==> src/verilog/swd_pkg.sv <==
// shared constants for the supervisor watchdog timer
package swd_pkg;
  // clock rate
  localparam logic [31:0] CLK_MHZ = 32'd200;
  localparam logic [31:0] CLK_PERIOD_NS = 32'd5;
  // counter width
  localparam int CNT_W = 32;
  // internal fixed watchdog timeout, milliseconds
  localparam logic [31:0] TIMEOUT_MS = 32'd1600;
  localparam logic [31:0] TIMEOUT_CYC = TIMEOUT_MS * CLK_MHZ * 32'd1000;
  // capacitor timeout slope, microseconds per nanofarad
  localparam logic [31:0] K_3V_US_PER_NF = 32'd27000;
  localparam logic [31:0] K_5V_US_PER_NF = 32'd16200;
  // default capacitor on the select input, nanofarads
  localparam logic [31:0] CAP_NF = 32'd100;
  localparam logic [31:0] EXT_TIMEOUT_CYC = K_5V_US_PER_NF * CAP_NF * CLK_MHZ;
  // fault pulse width, microseconds
  localparam logic [31:0] PULSE_US = 32'd1700;
  localparam logic [31:0] PULSE_CYC = PULSE_US * CLK_MHZ;
  // pulse-to-level delay, nanoseconds (least time, rounded up)
  localparam logic [31:0] LEVEL_DLY_NS = 32'd70;
  localparam logic [31:0] LEVEL_DLY_CYC =
    (LEVEL_DLY_NS + CLK_PERIOD_NS - 32'd1) / CLK_PERIOD_NS;
  // reset stretch after release, milliseconds
  localparam logic [31:0] RST_HOLD_MS = 32'd200;
  localparam logic [31:0] RST_HOLD_CYC = RST_HOLD_MS * CLK_MHZ * 32'd1000;
  // reset values of the outputs
  localparam logic FAULT_N_RST = 1'b1;
  localparam logic RESET_N_RST = 1'b0;
  // system reset sequencer states
  typedef enum logic [1:0] {
    SR_ASSERT,
    SR_HOLD,
    SR_RUN
  } swd_rst_e;
endpackage : swd_pkg

==> src/verilog/swd_watchdog.sv <==
// watchdog timer with reset sequencer of a processor supervisor
`timescale 1ns/1ps
module swd_watchdog #(
  parameter logic [31:0] TIMEOUT_CYC = swd_pkg::TIMEOUT_CYC,
  parameter logic [31:0] EXT_TIMEOUT_CYC = swd_pkg::EXT_TIMEOUT_CYC,
  parameter logic [31:0] PULSE_CYC = swd_pkg::PULSE_CYC,
  parameter logic [31:0] RST_HOLD_CYC = swd_pkg::RST_HOLD_CYC
) (
  input wire logic mclk_in,
  input wire logic rst_in,
  input wire logic activity_in,
  input wire logic supply_low_in,
  input wire logic manual_reset_n_in,
  input wire logic timeout_select_in,
  output logic fault_level_n_out,
  output logic fault_pulse_n_out,
  output logic reset_n_out,
  output logic reset_out
);
  logic act_s1_r;
  logic act_s2_r;
  logic act_s3_r;
  swd_pkg::swd_rst_e state_r;
  swd_pkg::swd_rst_e state_nxt;
  logic dly_act_r;
  logic [31:0] wd_cnt;
  logic [31:0] pulse_cnt;
  logic [31:0] dly_cnt;
  logic [31:0] hold_cnt;

  // synchroniser and edge
  // stage one feeds stage two only; edges compare stages two and three
  always_ff @(posedge mclk_in or posedge rst_in) begin
    if (rst_in) begin
      act_s1_r <= 1'b0;
      act_s2_r <= 1'b0;
      act_s3_r <= 1'b0;
    end else begin
      act_s1_r <= activity_in;
      act_s2_r <= act_s1_r;
      act_s3_r <= act_s2_r;
    end
  end
  wire act_edge = act_s2_r ^ act_s3_r;

  // system reset request and stretch
  wire rst_req = supply_low_in | ~manual_reset_n_in;
  wire sys_rst = (state_r != swd_pkg::SR_RUN);
  wire hold_done = (hold_cnt == RST_HOLD_CYC - 32'd1);

  always_comb begin
    state_nxt = state_r;
    case (state_r)
      swd_pkg::SR_ASSERT: begin
        if (!rst_req) state_nxt = swd_pkg::SR_HOLD;
      end
      swd_pkg::SR_HOLD: begin
        if (rst_req) state_nxt = swd_pkg::SR_ASSERT;
        else if (hold_done) state_nxt = swd_pkg::SR_RUN;
      end
      swd_pkg::SR_RUN: begin
        if (rst_req) state_nxt = swd_pkg::SR_ASSERT;
      end
      default: state_nxt = swd_pkg::SR_ASSERT;
    endcase
  end

  always_ff @(posedge mclk_in or posedge rst_in) begin
    if (rst_in) begin
      state_r <= swd_pkg::SR_ASSERT;
    end else begin
      state_r <= state_nxt;
    end
  end

  // capacitor period is a parameter, since the slope is analog
  wire [31:0] period_w = timeout_select_in ? TIMEOUT_CYC : EXT_TIMEOUT_CYC;

  // timeout detect
  // >= guards against a period change skipping the terminal count
  wire wd_done = ~sys_rst & ~act_edge & (wd_cnt >= period_w - 32'd1);
  wire pulse_act = ~fault_pulse_n_out;
  wire pulse_done = pulse_act & (pulse_cnt == PULSE_CYC - 32'd1);
  wire dly_done = dly_act_r & (dly_cnt == swd_pkg::LEVEL_DLY_CYC - 32'd1);

  // count restarts after each timeout for repeated pulses
  swd_counter #(.WIDTH(swd_pkg::CNT_W)) u_wd_cnt (
    .mclk_in(mclk_in),
    .rst_in(rst_in),
    .clr_in(sys_rst | act_edge | wd_done),
    .cnt_out(wd_cnt)
  );

  swd_counter #(.WIDTH(swd_pkg::CNT_W)) u_pulse_cnt (
    .mclk_in(mclk_in),
    .rst_in(rst_in),
    .clr_in(~pulse_act),
    .cnt_out(pulse_cnt)
  );

  swd_counter #(.WIDTH(swd_pkg::CNT_W)) u_dly_cnt (
    .mclk_in(mclk_in),
    .rst_in(rst_in),
    .clr_in(~dly_act_r),
    .cnt_out(dly_cnt)
  );

  swd_counter #(.WIDTH(swd_pkg::CNT_W)) u_hold_cnt (
    .mclk_in(mclk_in),
    .rst_in(rst_in),
    .clr_in(state_r != swd_pkg::SR_HOLD),
    .cnt_out(hold_cnt)
  );

  // pulse output, low for the pulse width
  always_ff @(posedge mclk_in or posedge rst_in) begin
    if (rst_in) begin
      fault_pulse_n_out <= swd_pkg::FAULT_N_RST;
    end else if (sys_rst || pulse_done) begin
      fault_pulse_n_out <= 1'b1;
    end else if (wd_done) begin
      fault_pulse_n_out <= 1'b0;
    end
  end

  // level delay after pulse fall
  // an edge during the delay cancels the pending fault
  always_ff @(posedge mclk_in or posedge rst_in) begin
    if (rst_in) begin
      dly_act_r <= 1'b0;
    end else if (sys_rst || act_edge || dly_done) begin
      dly_act_r <= 1'b0;
    end else if (wd_done) begin
      dly_act_r <= 1'b1;
    end
  end

  always_ff @(posedge mclk_in or posedge rst_in) begin
    if (rst_in) begin
      fault_level_n_out <= swd_pkg::FAULT_N_RST;
    end else if (sys_rst || act_edge) begin
      fault_level_n_out <= 1'b1;
    end else if (dly_done) begin
      fault_level_n_out <= 1'b0;
    end
  end

  // complementary reset outputs
  // both loaded from the same state so they never disagree
  always_ff @(posedge mclk_in or posedge rst_in) begin
    if (rst_in) begin
      reset_n_out <= swd_pkg::RESET_N_RST;
      reset_out <= ~swd_pkg::RESET_N_RST;
    end else begin
      reset_n_out <= ~sys_rst;
      reset_out <= sys_rst;
    end
  end

  // checks on the watchdog behaviour
  rst_invert_a: assert property (
    @(posedge mclk_in) disable iff (rst_in) reset_out == ~reset_n_out)
    else $error("reset outputs not complementary");

  rst_faults_high_a: assert property (
    @(posedge mclk_in) disable iff (rst_in)
    sys_rst |=> fault_level_n_out && fault_pulse_n_out && wd_cnt == 32'd0)
    else $error("faults or count not cleared in reset");

  // one cycle to enter the sequencer and one for the output flops, so a
  // supply drop is judged from its third cycle on
  supply_low_a: assert property (
    @(posedge mclk_in) disable iff (rst_in)
    supply_low_in ##1 supply_low_in |=> fault_level_n_out && !reset_n_out)
    else $error("level fault low or reset off during low supply");

  edge_restart_a: assert property (
    @(posedge mclk_in) disable iff (rst_in)
    act_edge |=> wd_cnt == 32'd0 && fault_level_n_out)
    else $error("activity edge did not restart watchdog");

  timeout_pulse_a: assert property (
    @(posedge mclk_in) disable iff (rst_in)
    $fell(fault_pulse_n_out) |-> $past(wd_cnt) >= $past(period_w) - 32'd1)
    else $error("pulse fault fell before the timeout");

  pulse_width_a: assert property (
    @(posedge mclk_in) disable iff (rst_in)
    $rose(fault_pulse_n_out) && !$past(sys_rst) |-> $past(pulse_cnt) == PULSE_CYC - 32'd1)
    else $error("pulse fault width wrong");

  level_delay_a: assert property (
    @(posedge mclk_in) disable iff (rst_in)
    $fell(fault_level_n_out) |-> !$past(fault_pulse_n_out, 14) && $past(fault_pulse_n_out, 15))
    else $error("level fault not 70 ns after pulse fall");

  level_stays_a: assert property (
    @(posedge mclk_in) disable iff (rst_in)
    !fault_level_n_out && !act_edge && !sys_rst |=> !fault_level_n_out)
    else $error("level fault released without activity");

  hold_time_a: assert property (
    @(posedge mclk_in) disable iff (rst_in)
    $fell(reset_out) |-> $past(hold_cnt, 2) == RST_HOLD_CYC - 32'd1)
    else $error("reset stretch length wrong");
endmodule : swd_watchdog

==> src/verilog/swd_counter.sv <==
// up counter with synchronous clear, used for every interval
`timescale 1ns/1ps
module swd_counter #(
  parameter int WIDTH = 32
) (
  input wire logic mclk_in,
  input wire logic rst_in,
  input wire logic clr_in,
  output logic [WIDTH-1:0] cnt_out
);
  // counts every cycle unless cleared; wraps only if nobody clears it
  always_ff @(posedge mclk_in or posedge rst_in) begin
    if (rst_in) begin
      cnt_out <= '0;
    end else if (clr_in) begin
      cnt_out <= '0;
    end else begin
      cnt_out <= cnt_out + 1'b1;
    end
  end
endmodule : swd_counter

==> config.mk <==
export PLATFORM = sky130hd
export DESIGN_NAME = swd_watchdog
export DESIGN_NICKNAME = d
export VERILOG_FILES = /design/src/verilog/swd_pkg.sv /design/src/verilog/swd_watchdog.sv /design/src/verilog/swd_counter.sv
export SDC_FILE = /design/constraint.sdc
export NUM_CORES = 1
export LEC_CHECK = 0
export BUFFER_PORTS_ARGS = -buffer_cell sky130_fd_sc_hd__buf_2
export CAP_MARGIN = 20
export CORE_MARGIN = 5
export CORE_UTILIZATION = 25
export DETAILED_ROUTE_END_ITERATION = 10
export SYNTH_ARGS = -nofsm -noshare
export SYNTH_HDL_FRONTEND = slang
export SYNTH_HIERARCHICAL = 1
export SYNTH_SLANG_ARGS = --single-unit
==> constraint.sdc <==
create_clock -name mclk_in -period 3.2 [get_ports mclk_in]
set_input_delay 0.16 -clock mclk_in [delete_from_list [all_inputs] [get_ports mclk_in]]
set_output_delay 0.16 -clock mclk_in [all_outputs]
set_load 0.005 [all_outputs]
# After elaboration in Yosys (flattened, before gate mapping)
# Cells that the tools add are included.
[totals]
wordCells = 65
register_bits = 138
inputBits = 6
out_inout_bits = 4
[classes]
bitwise_logic = 12
order_cmp = 1
n_eq_ne = 10
reduce_logical = 8
n_addsub = 5
n_mux = 16
[ops]
columns = ["operator", "count"]
rows = [
  ["$add A32 B1 Y32 const B", 4],
  ["$mux W32", 4],
  ["$eq A32 B19 Y1 const B", 1],
  ["$eq A32 B26 Y1 const B", 1],
  ["$eq A32 B4 Y1 const B", 1],
  ["$ge A32 B32 Y1", 1],
  ["$sub A29 B1 Y30 const B", 1],
  ["$mux W23", 1],
  ["$mux W2", 4],
  ["$mux W1", 6],
  ["$ne A2 B2 Y1 const B", 3],
  ["$pmux W2 S3", 1],
  ["$reduce_bool A2 Y1", 3],
  ["$and A1 B1 Y1", 4],
  ["$not A1 Y1", 4],
  ["$logic_or A1 B1 Y1", 3],
  ["$ne A3 B3 Y1 const B", 1],
  ["$or A1 B1 Y1", 3],
  ["$reduce_and A3 Y1", 1],
  ["$eq A2 B1 Y1 const B", 1],
  ["$eq A2 B2 Y1 const B", 1],
  ["$logic_not A2 Y1", 1],
  ["$ne A2 B1 Y1 const B", 1],
  ["$xor A1 B1 Y1", 1],
]

# Logic depth before layout (Yosys ltp)
# Gate-level depths: netlist of the first run.
[depth]
word_depth = 6
ltp_mapped = 9
ltp_nobuf = 8

# By module
# The synthesis of the first run kept the hierarchy.
[by_module_without_submodules]
columns = ["mod", "instances", "area_per_inst_um2", "seq_area_each_um2", "cells_per_inst"]
rows = [
  ["swd_counter", 4, 1611.5, 800.8, 166],
  ["swd_watchdog", 1, 887.1, 254.0, 99],
]

# Least setup slack after synthesis of the first run
# Ideal clock, no wire load.
[synth_path]
path_kind = "flip-flop to flip-flop"
start = "register u_wd_cnt.cnt_out[9]"
end = "register u_wd_cnt.cnt_out[0]"
stages_incl_launch_ff = 9
n_path_buf = 1
setup_ns = 0.132
setup_slack_ns = 0.960
arrival_time_ns = 2.108
synth_period_minus_slack_ns = 2.240
required_time_ns = 3.068
cell_sequence = "dfrtp_1 > ha_1 > nand4_1 > or3_1 > a2111oi_2 > nor3_2 > nand2_1 > clkbuf_1 > nor2_1"
[synth_via]
elab_chain_len = 4
[synth_rtl]
columns = ["element", "line_no", "source"]
rows = [
  ["start: declaration", "swd_counter.sv:9", "output logic [WIDTH-1:0] cnt_out"],
  ["start signal: assignment", "swd_counter.sv:18", "cnt_out <= cnt_out + 1'b1;"],
  ["$ge A32 B32 Y1", "swd_watchdog.sv:81", "wire wd_done = ~sys_rst & ~act_edge & (wd_cnt >= period_w - 32'd1);"],
  ["$and A1 B1 Y1", "swd_watchdog.sv:81", ""],
  ["$or A1 B1 Y1", "swd_watchdog.sv:90", ".clr_in(sys_rst | act_edge | wd_done),"],
  ["$mux W32", "swd_counter.sv:15", "end else if (clr_in) begin"],
]
# Every way passes these cells.
# A chain may end at the register's enable or synchronous reset.

# Worst setup path in the final report of the first run
[layout_path]
start = "register u_wd_cnt.cnt_out[9]"
end = "register u_wd_cnt.cnt_out[9]"
[layout_via]
elab_chain_len = 4
word_cells_on_any_way = 5
classes_between = "1 x add/sub; 1 x order compare; 1 x mux; 2 x bitwise"
[layout_rtl]
columns = ["element", "line_no"]
rows = [
  ["$ge A32 B32 Y1", "swd_watchdog.sv:81"],
  ["$and A1 B1 Y1", "swd_watchdog.sv:81"],
  ["$or A1 B1 Y1", "swd_watchdog.sv:90"],
  ["$mux W32 *", "swd_counter.sv:15"],
]
# Mark *: on every way between the ends. The rest lies on a longest branch, timed or not.

==> results of run 1 <==
## kinds of logic after synthesis
| logic type | after synthesis |
|---|---|
| and+or+nand+nor | 369 |
| buffers and inverters | 37 |
| xor gates and xnor gates | 49 |
| AOI/OAI and AO/OA | 157 |
| adders and majority gates | 13 |
| DFF | 138 |
## tightest hold or removal path: stages
cell	delay (ns)
buf_2	0.09
inv_1	0.10
a2111oi_2	0.05
## flip-flops by register name, indices dropped and copies added, names as in the netlist
signal / cells
state_r: 2
dly_act_r: 1
act_s1_r: 1
u_pulse_cnt/cnt_out: 32
u_hold_cnt/cnt_out: 32
u_dly_cnt/cnt_out: 32
reset_n_out: 1
fault_pulse_n_out: 1
fault_level_n_out: 1
act_s3_r: 1
reset_out: 1
act_s2_r: 1
u_wd_cnt/cnt_out: 32
## final cells by class
class,instances,share of cell area
multi-input cells,588,0.4403
flip-flops and latches,138,0.4084
well taps,384,0.05675
clock buffers,17,0.05025
clock inverters,15,0.01936
repair buffers,21,0.01921
inverters,13,0.005764
## power groups by stage
stage / clock (mW) / combinational, mW / sequential (mW)
after floorplan: 0 / 0.0391 / 1.78
after global placement: 0 / 0.0653 / 1.78
after detailed placement: 0 / 0.0656 / 1.78
after CTS: 2.01 / 0.0692 / 1.75
after global routing: 2.10 / 0.0781 / 1.75
final: 1.96 / 0.0647 / 1.75
## per-layer routing
layer | GRT usage | vias up
li1 | - | 2948
met1 | 0.1377 | 2971
met2 | 0.1584 | 56
met3 | 0.02212 | 17
met4 | 0.02822 | 0
met5 | 0 | -
## timing repair
action / CTS / global route
hold buffers: 3 / 0
buffers inserted: 0 / 0
hold endpoints to repair: 138 / 0
## metrics by stage
step | hold WS [ns] | power (mW) | util | setup slack (ns)
5_1_grt | 0.03927 | 3.925 | 0.2934 | 0.5907
3_3_place_gp | 0.2959 | 1.849 | 0.2709 | 0.8657
6_report | 0.02727 | 3.780 | 0.2934 | 0.8099
4_1_cts | 0.02274 | 3.836 | 0.2924 | 0.7821
3_5_place_dp | 0.2934 | 1.849 | 0.2709 | 0.8097
2_1_floorplan | -0.001969 | 1.822 | - | 0.9601
## cell usage in the layout (no fill, tap or decap), drive strengths merged, types with 6 or more instances in the layout
master and instances:
or4b 8, o21ai 37, nor3 6, a21oi 76, xnor2 16, nor2 66
dfrtp 135, ha 13, nand4 49, o31ai 28, o41ai 8, inv 19
xor2 33, clkbuf 17, buf 18, and4 21, or4 35, or3 43
nor4 18, nand2 52, nand3 44
## final timing paths
| check | endpoint | slack (ns) | cells past startpoint |
|---|---|---|---|
| max in group asynchronous | u_pulse_cnt/cnt_out[29] | 2.44 | 4 |
| hold / removal | state_r[1] | 0.03 | 3 |
| min in group asynchronous | act_s3_r | 0.38 | 3 |
| setup reg to reg | u_wd_cnt/cnt_out[9] | 0.81 | 8 |
| hold reg to reg | act_s2_r | 0.35 | 0 |
| setup / recovery | u_wd_cnt/cnt_out[9] | 0.81 | 8 |
==> flow_results.org, run 1 <==
** Floorplanning
- Area of the placeable core :: a little under 30000 µm²
- 10 I/O pins were placed.
- Starting density of the core :: 0.2541
- The floorplan step defined a die boundary enclosing about 33000 µm².
- FP Rows :: 62
- Height of the die :: 181.3 µm
- The floorplan step set the die width to 181.3 µm.

** Power
- Pwr Density :: approximately 450 nW/µm²
- Worst IR drop on VDD :: a little under 0.3 mV
- Power share of the combinational group :: 0.017
- Cell internal power was estimated by the tool at 2.924 mW.
- Summed over all cells, the static leakage comes to between 2 and 3 nW.
- Clock power share :: 0.519
- The share of total power dissipated in sequential elements is 0.463.
- Switch Pwr :: about 0.86 mW
- Switch share :: 0.2264

** Cells and area
- The multi-input combinational cells in the finished layout cover a total of ~3700 µm².
- Across the whole layout, storage elements account for between 3000 and 4000 µm².
- Design area :: 8466 µm²
- Number of cells in the finished layout apart from fillers :: approximately 1200
- From synthesis to final layout, the design area changed by 15.44%.
- In the final design database the tool counted around 800 nets.
- In the final layout, the share of cells above drive strength 1 is 0.09217.
- FILL cells :: between 3000 and 4000
- Number of diodes :: 0

** Global routing
- Wire length of the first global-routing pass :: about 28000 µm
- Entering global routing, the biggest net connects 35 pins.
- Initial antenna violation count :: 0
- Number of global-route vias before repair :: 5764
- Summed over all layers, the global routing overflow is 0.
- Combined global-route utilization of all metal layers :: 0.09992

** Placement
- Half-perimeter wire length after placement :: 10370 µm
- Summing all placed instances gives a cell area of a little under 8000 µm².
- Placed Cells incl. Taps :: about 1100
- Port Buffers :: 9
- Routability-driven placement finished with a final weighted congestion of about 0.77.

** Synth
- Adder and majority cell fraction of the synthesized area :: 0.02218
- The share of the synthesized area in compound gates (AO/OA/AOI/OAI) is 0.1263.
- Post-synthesis share of cell area spent on xor and xnor gates :: 0.05852
- Of the synthesized area, sequential elements account for 0.4714.
- The mapped netlist covers 7333 µm².
- Of the total synthesized cell area, the portion taken by AND, OR, NAND and NOR gates is 0.3013.
- Avg Synthesized Cell Area :: ~9.6 µm²
- Commonest cells in the synthesized netlist :: 135 x dfrtp_1, 76 x a21oi_1, 66 x nor2_1
- Of the post-synthesis cell area, the part taken by muxes is 0.
- After technology mapping, the gate count stands at around 760.
- The synthesized design contains approximately 140 register bits.
- Top-area cell type share of the netlist area :: 0.4607
- In the synthesized netlist the async set-or-reset flop fraction comes to 1.000.
- By area, the combinational part of the netlist is dominated by simple AND/OR/NAND/NOR gates.
- Top area cells in the synthesized netlist :: dfrtp_1 46%, a21oi_1 5.2%, xor2_1 3.9%
- After synthesis, the netlist uses 45 different library cells.
- Mapped Nets :: ~780
- The most common cell in the synthesized netlist is dfrtp_1.
- Of all cell types, the one taking the most synthesized area is dfrtp_1.
- Flip-flop cell with the highest count after synthesis :: dfrtp_1
- For this run, the number of Yosys warnings is 6.
- Yosys mapped a number of flops with a built-in enable equal to 0.

** Detailed routing
- Top metal layer carrying routed signals :: met4
- In the detailed route, the total length drawn on met2 is 7468 µm.
- Summed over all layers, the routed wires come to 15840 µm.
- Met1 wire length :: 7742 µm
- Initial DRC count :: 340
- For this run, design rule violations remaining after detail routing come to 0.
- Detailed routing placed a total of roughly 410 µm of wire on met3.
- Average vias per placed instance :: 5.095
- Vias :: approximately 6000
- In the final routed layout, each cell accounts on average for 13.47 µm.
- First-pass iteration count of the detailed router :: 5
- Routed Antenna Nets :: 0

** Timing
- Transition time at the pin with the least slew margin :: about 0.57 ns
- Setup-violating endpoint count in the final report :: 0
- Timing would allow up to 418.4 MHz.
- RSZ-0062 raised after global routing :: false
- Adding up every negative setup slack in the final design gives 0 ns.
- Time the worst path needs with I/O delays and setup :: ~2.4 ns
- The number of hold-slack violations in the final timing report was 0.
- The number of pins with negative max-slew slack in the final report was 0.
- Across the routed clock network, the largest skew measured is about 0.010 ns.
- The worst pin sits at a relative slew slack of 0.6175.
- Dividing the final minimum period by the clock period gives 0.7469.

** Status
- Run status :: finished, final reports clean

** Worst hold path
- The path class of the tightest hold or removal check is primary input to register.
- Source of the worst hold timing path :: manual_reset_n_in

** Clocking
- Cell at the root of the clock tree :: clkbuf_16
- The number of gates resized after CTS was 0.
- At the later pin of the worst-skew pair, clock insertion delay measures between 0.4 and 0.5 ns.
- Counting along the longest clock path gives a buffer depth of 2.
- TritonCTS clock tree :: built
- H-tree lvl count :: 4
- TritonCTS created 17 clock buffers.
- After clock tree synthesis, the clock-pin slew on the worst setup and hold paths is 0.06 ns.
- Sinks on the clock net :: about 140

** Setup path
- The slowest stage of the critical path belongs to the cell dfrtp_1.
- In this run the critical register-to-register path is launched from u_wd_cnt/cnt_out[9].
- Origin of the worst setup path :: u_wd_cnt/cnt_out[9]
- The worst setup path is of the register to register kind.
- Data on the critical path arrives at its endpoint at 2.68 ns.
- Type of destination of the critical path :: register
- Series of cell instances along the critical path :: ha_1 > nand4_1 > or3_1 > a2111oi_2 > nor3_2 > nand2_1 > buf_4 > nor2_1
- Delay of the slowest cell on the worst path :: about 0.45 ns
- CP Launch Type :: register
- Buf+Inv Stages, Crit Path :: 1
- Critical path peak fanout :: 32
- Cell family contributing the most delay on the critical path :: simple AND/OR/NAND/NOR gates
- For the worst setup path, the data required time is between 3 and 4 ns.

** Run
- Max-cap violations in this run came to 0.
No activity file was read; power rests on OpenSTA's default activity.
==> run 2, diff against run 1 <==
==> constraint.sdc (replaced) <==
create_clock -name mclk_in -period 2.24 [get_ports mclk_in]
set_input_delay 0.112 -clock mclk_in [delete_from_list [all_inputs] [get_ports mclk_in]]
set_output_delay 0.112 -clock mclk_in [all_outputs]
set_load 0.005 [all_outputs]
==> run 2 against run 1 <==
Power grew 54%; routed wire length grew 3.3%; global-route usage grew 0.15 points; critical path depth is the same; via count grew 0.57%; setup slack lost 0.74 ns; die area is the same; sequential cell count is the same; hold slack gained 0.29 ns; largest cell class unchanged; highest routed layer unchanged.
==> flow_results.org, run 2 (synthesis gave the netlist of run 1 again) <==
** Timing
- The number of hold-slack violations in the final timing report came to 0.
- In this run the tightest slew margin relative to its limit is 0.6369.
- Setup-violating endpoint count in the final report :: 0
- In the finished design, the share of the clock period the worst path needs comes to 0.9698.
- Setup clock skew after layout :: 0.01352 ns
- Static timing analysis puts the maximum clock frequency at approximately 460 MHz.
- Transition time at the pin with the least slew margin :: about 0.54 ns
- The number of pins with negative max-slew slack in the final report is 0.
- Time the worst path needs with I/O delays and setup :: ~2.2 ns
- Worst Setup Slack, final :: between 0.06 and 0.07 ns

** Cells and area
- Most common library cell in the layout ignoring fill and taps :: dfrtp_1
- Commonest non-fill, non-tap cells in the layout :: 135 x dfrtp_1, 68 x a21oi_1, 62 x nor2_1, 51 x nand2_1, 45 x nand4_1
- The finished cells cover a little under 9000 µm².
- FILL cells :: 3008
- Share of post-route cells with drive strength above 1 :: 0.1339
- Registers take between 3000 and 4000 µm².
- Compared with the post-synthesis result, the final layout area differs by 20.53%.
- Number of nets in the final layout :: slightly above 800
- 0 antenna diodes ended up in the layout.
- Core occupancy in the finished layout :: 0.3063
- Area of combinational cells with multiple inputs :: between 3000 and 4000 µm²
- Number of cells in the finished layout apart from fillers :: between 1000 and 1500

** Clocking
- The clock net in this run drives a total of 138 sinks.
- Source-to-sink clock delay at the later pin of the worst-skew pair :: between 0.4 and 0.5 ns
- Cell at the root of the clock tree :: clkbuf_16
- Clock-pin slew was measured on the worst setup and hold paths at ~0.060 ns.
- TritonCTS created 17 clock buffers.
- The longest clock path from root to sink contains 2 buffers.
- TritonCTS built the clock tree.
- The H-tree was split into 4 levels.

** Placement
- Placed Cells incl. Taps :: between 1000 and 1500
- Total cell area at the placement stage :: roughly 8000 µm²
- Buffers placed on the I/O ports in this run total 9.
- Half-perimeter wire length after placement :: roughly 11000 µm
- Final weighted congestion in routability-driven placement :: roughly 0.77
- Prior to clock tree synthesis, the placed netlist has a worst setup slack of approximately 0.026 ns.

** Setup path
- CP Launch Type :: register
- Critical Setup Path Class :: register to register
- Data arrives at the worst endpoint at approximately 2.5 ns.
- Req. time, crit path :: between 2 and 3 ns
- Delay of the slowest cell on the worst path :: roughly 0.41 ns
- Together, buffers and inverters on the worst path number 1.
- Cell family contributing the most delay on the critical path :: compound AO/OA/AOI/OAI gates
- Type of destination of the critical path :: register
- Slowest-stage cell, CP :: dfrtp_1
- Dominant cell type by count on the critical path :: a2111oi_4
- Of all nets on the critical path, the largest fanout is 7.
- Series of cell instances along the critical path :: ha_4 > a21o_1 > a2111oi_4 > a2111oi_4 > nor3_2 > nand2_2 > buf_8 > a21oi_1

** Detailed routing
- The first routing iteration left 340 violations.
- The routed design has between 15000 and 20000 µm of wire.
- Before antenna repair, the detailed router went through 4 iterations.
- Detailed routing inserted a total of roughly 6000 vias.
- Wire length per cell :: around 14 µm
- After detailed routing, the number of remaining DRC violations is 0.
- Average vias per placed instance :: around 5.0
- In this run the remaining antenna-violating nets after routing total 0.

** Power
- Pwr Density :: 659.5 nW/µm²
- IR analysis of the VDD net gives a maximum drop of approximately 0.37 mV.
- Cell leakage power :: ~3.2 nW
- Power share of the combinational group :: 0.017
- The internal portion of the total power is approximately 4.7 mW.
- Switch share :: 0.1983
- For this design the total switching power over the nets is between 1 and 1.5 mW.
- Clock power share :: 0.553
- Sequential cell fraction of total power :: 0.429

** Global routing
- Entering global routing, the biggest net connects 35 pins.
- Wire length of the first global-routing pass :: around 28000 µm
- The via count of the first global-routing pass came to ~5800.
- Combined global-route utilization of all metal layers :: 0.1015
- Initial antenna violation count :: 0
- Summed over all layers, the global routing overflow is 0.

** Floorplanning
- For this configuration, the core starts out at a cell density of 0.2541.
- Pin placement for this block handled 10 I/O pins.
- The floorplan step set the die width to 181.3 µm.
- FP Rows :: 62
- The die covers roughly 33000 µm².
- Height of the die :: roughly 180 µm
- In this run the standard cell core region covers just under 30000 µm².

** Worst hold path
- In this run the worst hold path is classified as primary input to async pin.

** Status
- Run status :: finished, final reports clean

** Run
- Number of max-cap violations :: 0
[run 2: cell types whose count changed in the layout (fill, tap and decap cells not counted), moves of 3 or more]
| cell | delta |
|---|---|
| buf_6 | +3 |
| buf_4 | +17 |
| a21oi_1 | -8 |
| a21oi_2 | +8 |
| nor2_1 | -4 |
| clkinvlp_4 | -3 |
| nor2_2 | +4 |
| bufinv_16 | +4 |
| inv_6 | -4 |
[run 2: path summary, 6_finish.rpt]
check                               startpoint                       to  slack (ns)  cells past startpoint
setup reg to reg           u_wd_cnt/cnt_out[9]     u_wd_cnt/cnt_out[17]        0.07                      8
setup / recovery           u_wd_cnt/cnt_out[9]     u_wd_cnt/cnt_out[17]        0.07                      8
hold reg to reg                       act_s1_r                 act_s2_r        0.35                      0
hold / removal                          rst_in                dly_act_r        0.32                      3
min in group mclk_in                  act_s1_r                 act_s2_r        0.35                      0
max in group asynchronous               rst_in  u_pulse_cnt/cnt_out[21]        1.51                      4
[run 2: worst min-delay path: cells and delay by family]
family	cells	cell delay (ns)
buffers and inverters	3	1.05
[run 2: metrics by stage]
| stage | total power [mW] | TNS, ns | hold slack (ns) |
|---|---|---|---|
| 3_5_place_dp | 2.645 | 0 | 0.2415 |
| 4_1_cts | 5.914 | 0 | 0.3334 |
| 2_1_floorplan | 2.603 | 0 | -0.04997 |
| 6_report | 5.829 | 0 | 0.3194 |
| 3_3_place_gp | 2.643 | 0 | 0.2327 |
| 5_1_grt | 6.038 | -0.9432 | 0.3529 |
[run 2: per-layer routing]
layer / vias to the layer above / wire (µm) / track usage
li1: 2994 / - / -
met1: 2965 / 8142 / 0.1395
met2: 53 / 7654 / 0.1629
met3: 14 / 375 / 0.02111
met4: 0 / 190 / 0.02732
met5: - / 0 / 0
[run 2: layout make-up]
class | count | share of cell area
Sequential cell | 138 | 0.3911
Tap cell | 384 | 0.05436
Clock inverter | 11 | 0.02435
Clock buffer | 21 | 0.05210
Inverter | 13 | 0.005521
Timing Repair Buffer | 43 | 0.03921
Multi-Input combinational cell | 588 | 0.4333
[run 2: power by group through the flow]
stage                     clock [mW]  sequential (mW)  combinational, mW
after CTS                       3.31             2.50              0.103
after detailed placement           0             2.55             0.0964
final                           3.23             2.50             0.0996
after global routing            3.42             2.50              0.119
after floorplan                    0             2.55             0.0559
after global placement             0             2.55             0.0953
[run 2: what timing repair did]
item,in CTS,in global routing
setup endpoints to repair,6,32
cloned,0,3
resized for setup,1,27
endpoints found under the hold margin,138,0
hold buffers,4,0
buffers inserted,0,1
pin swaps,0,5
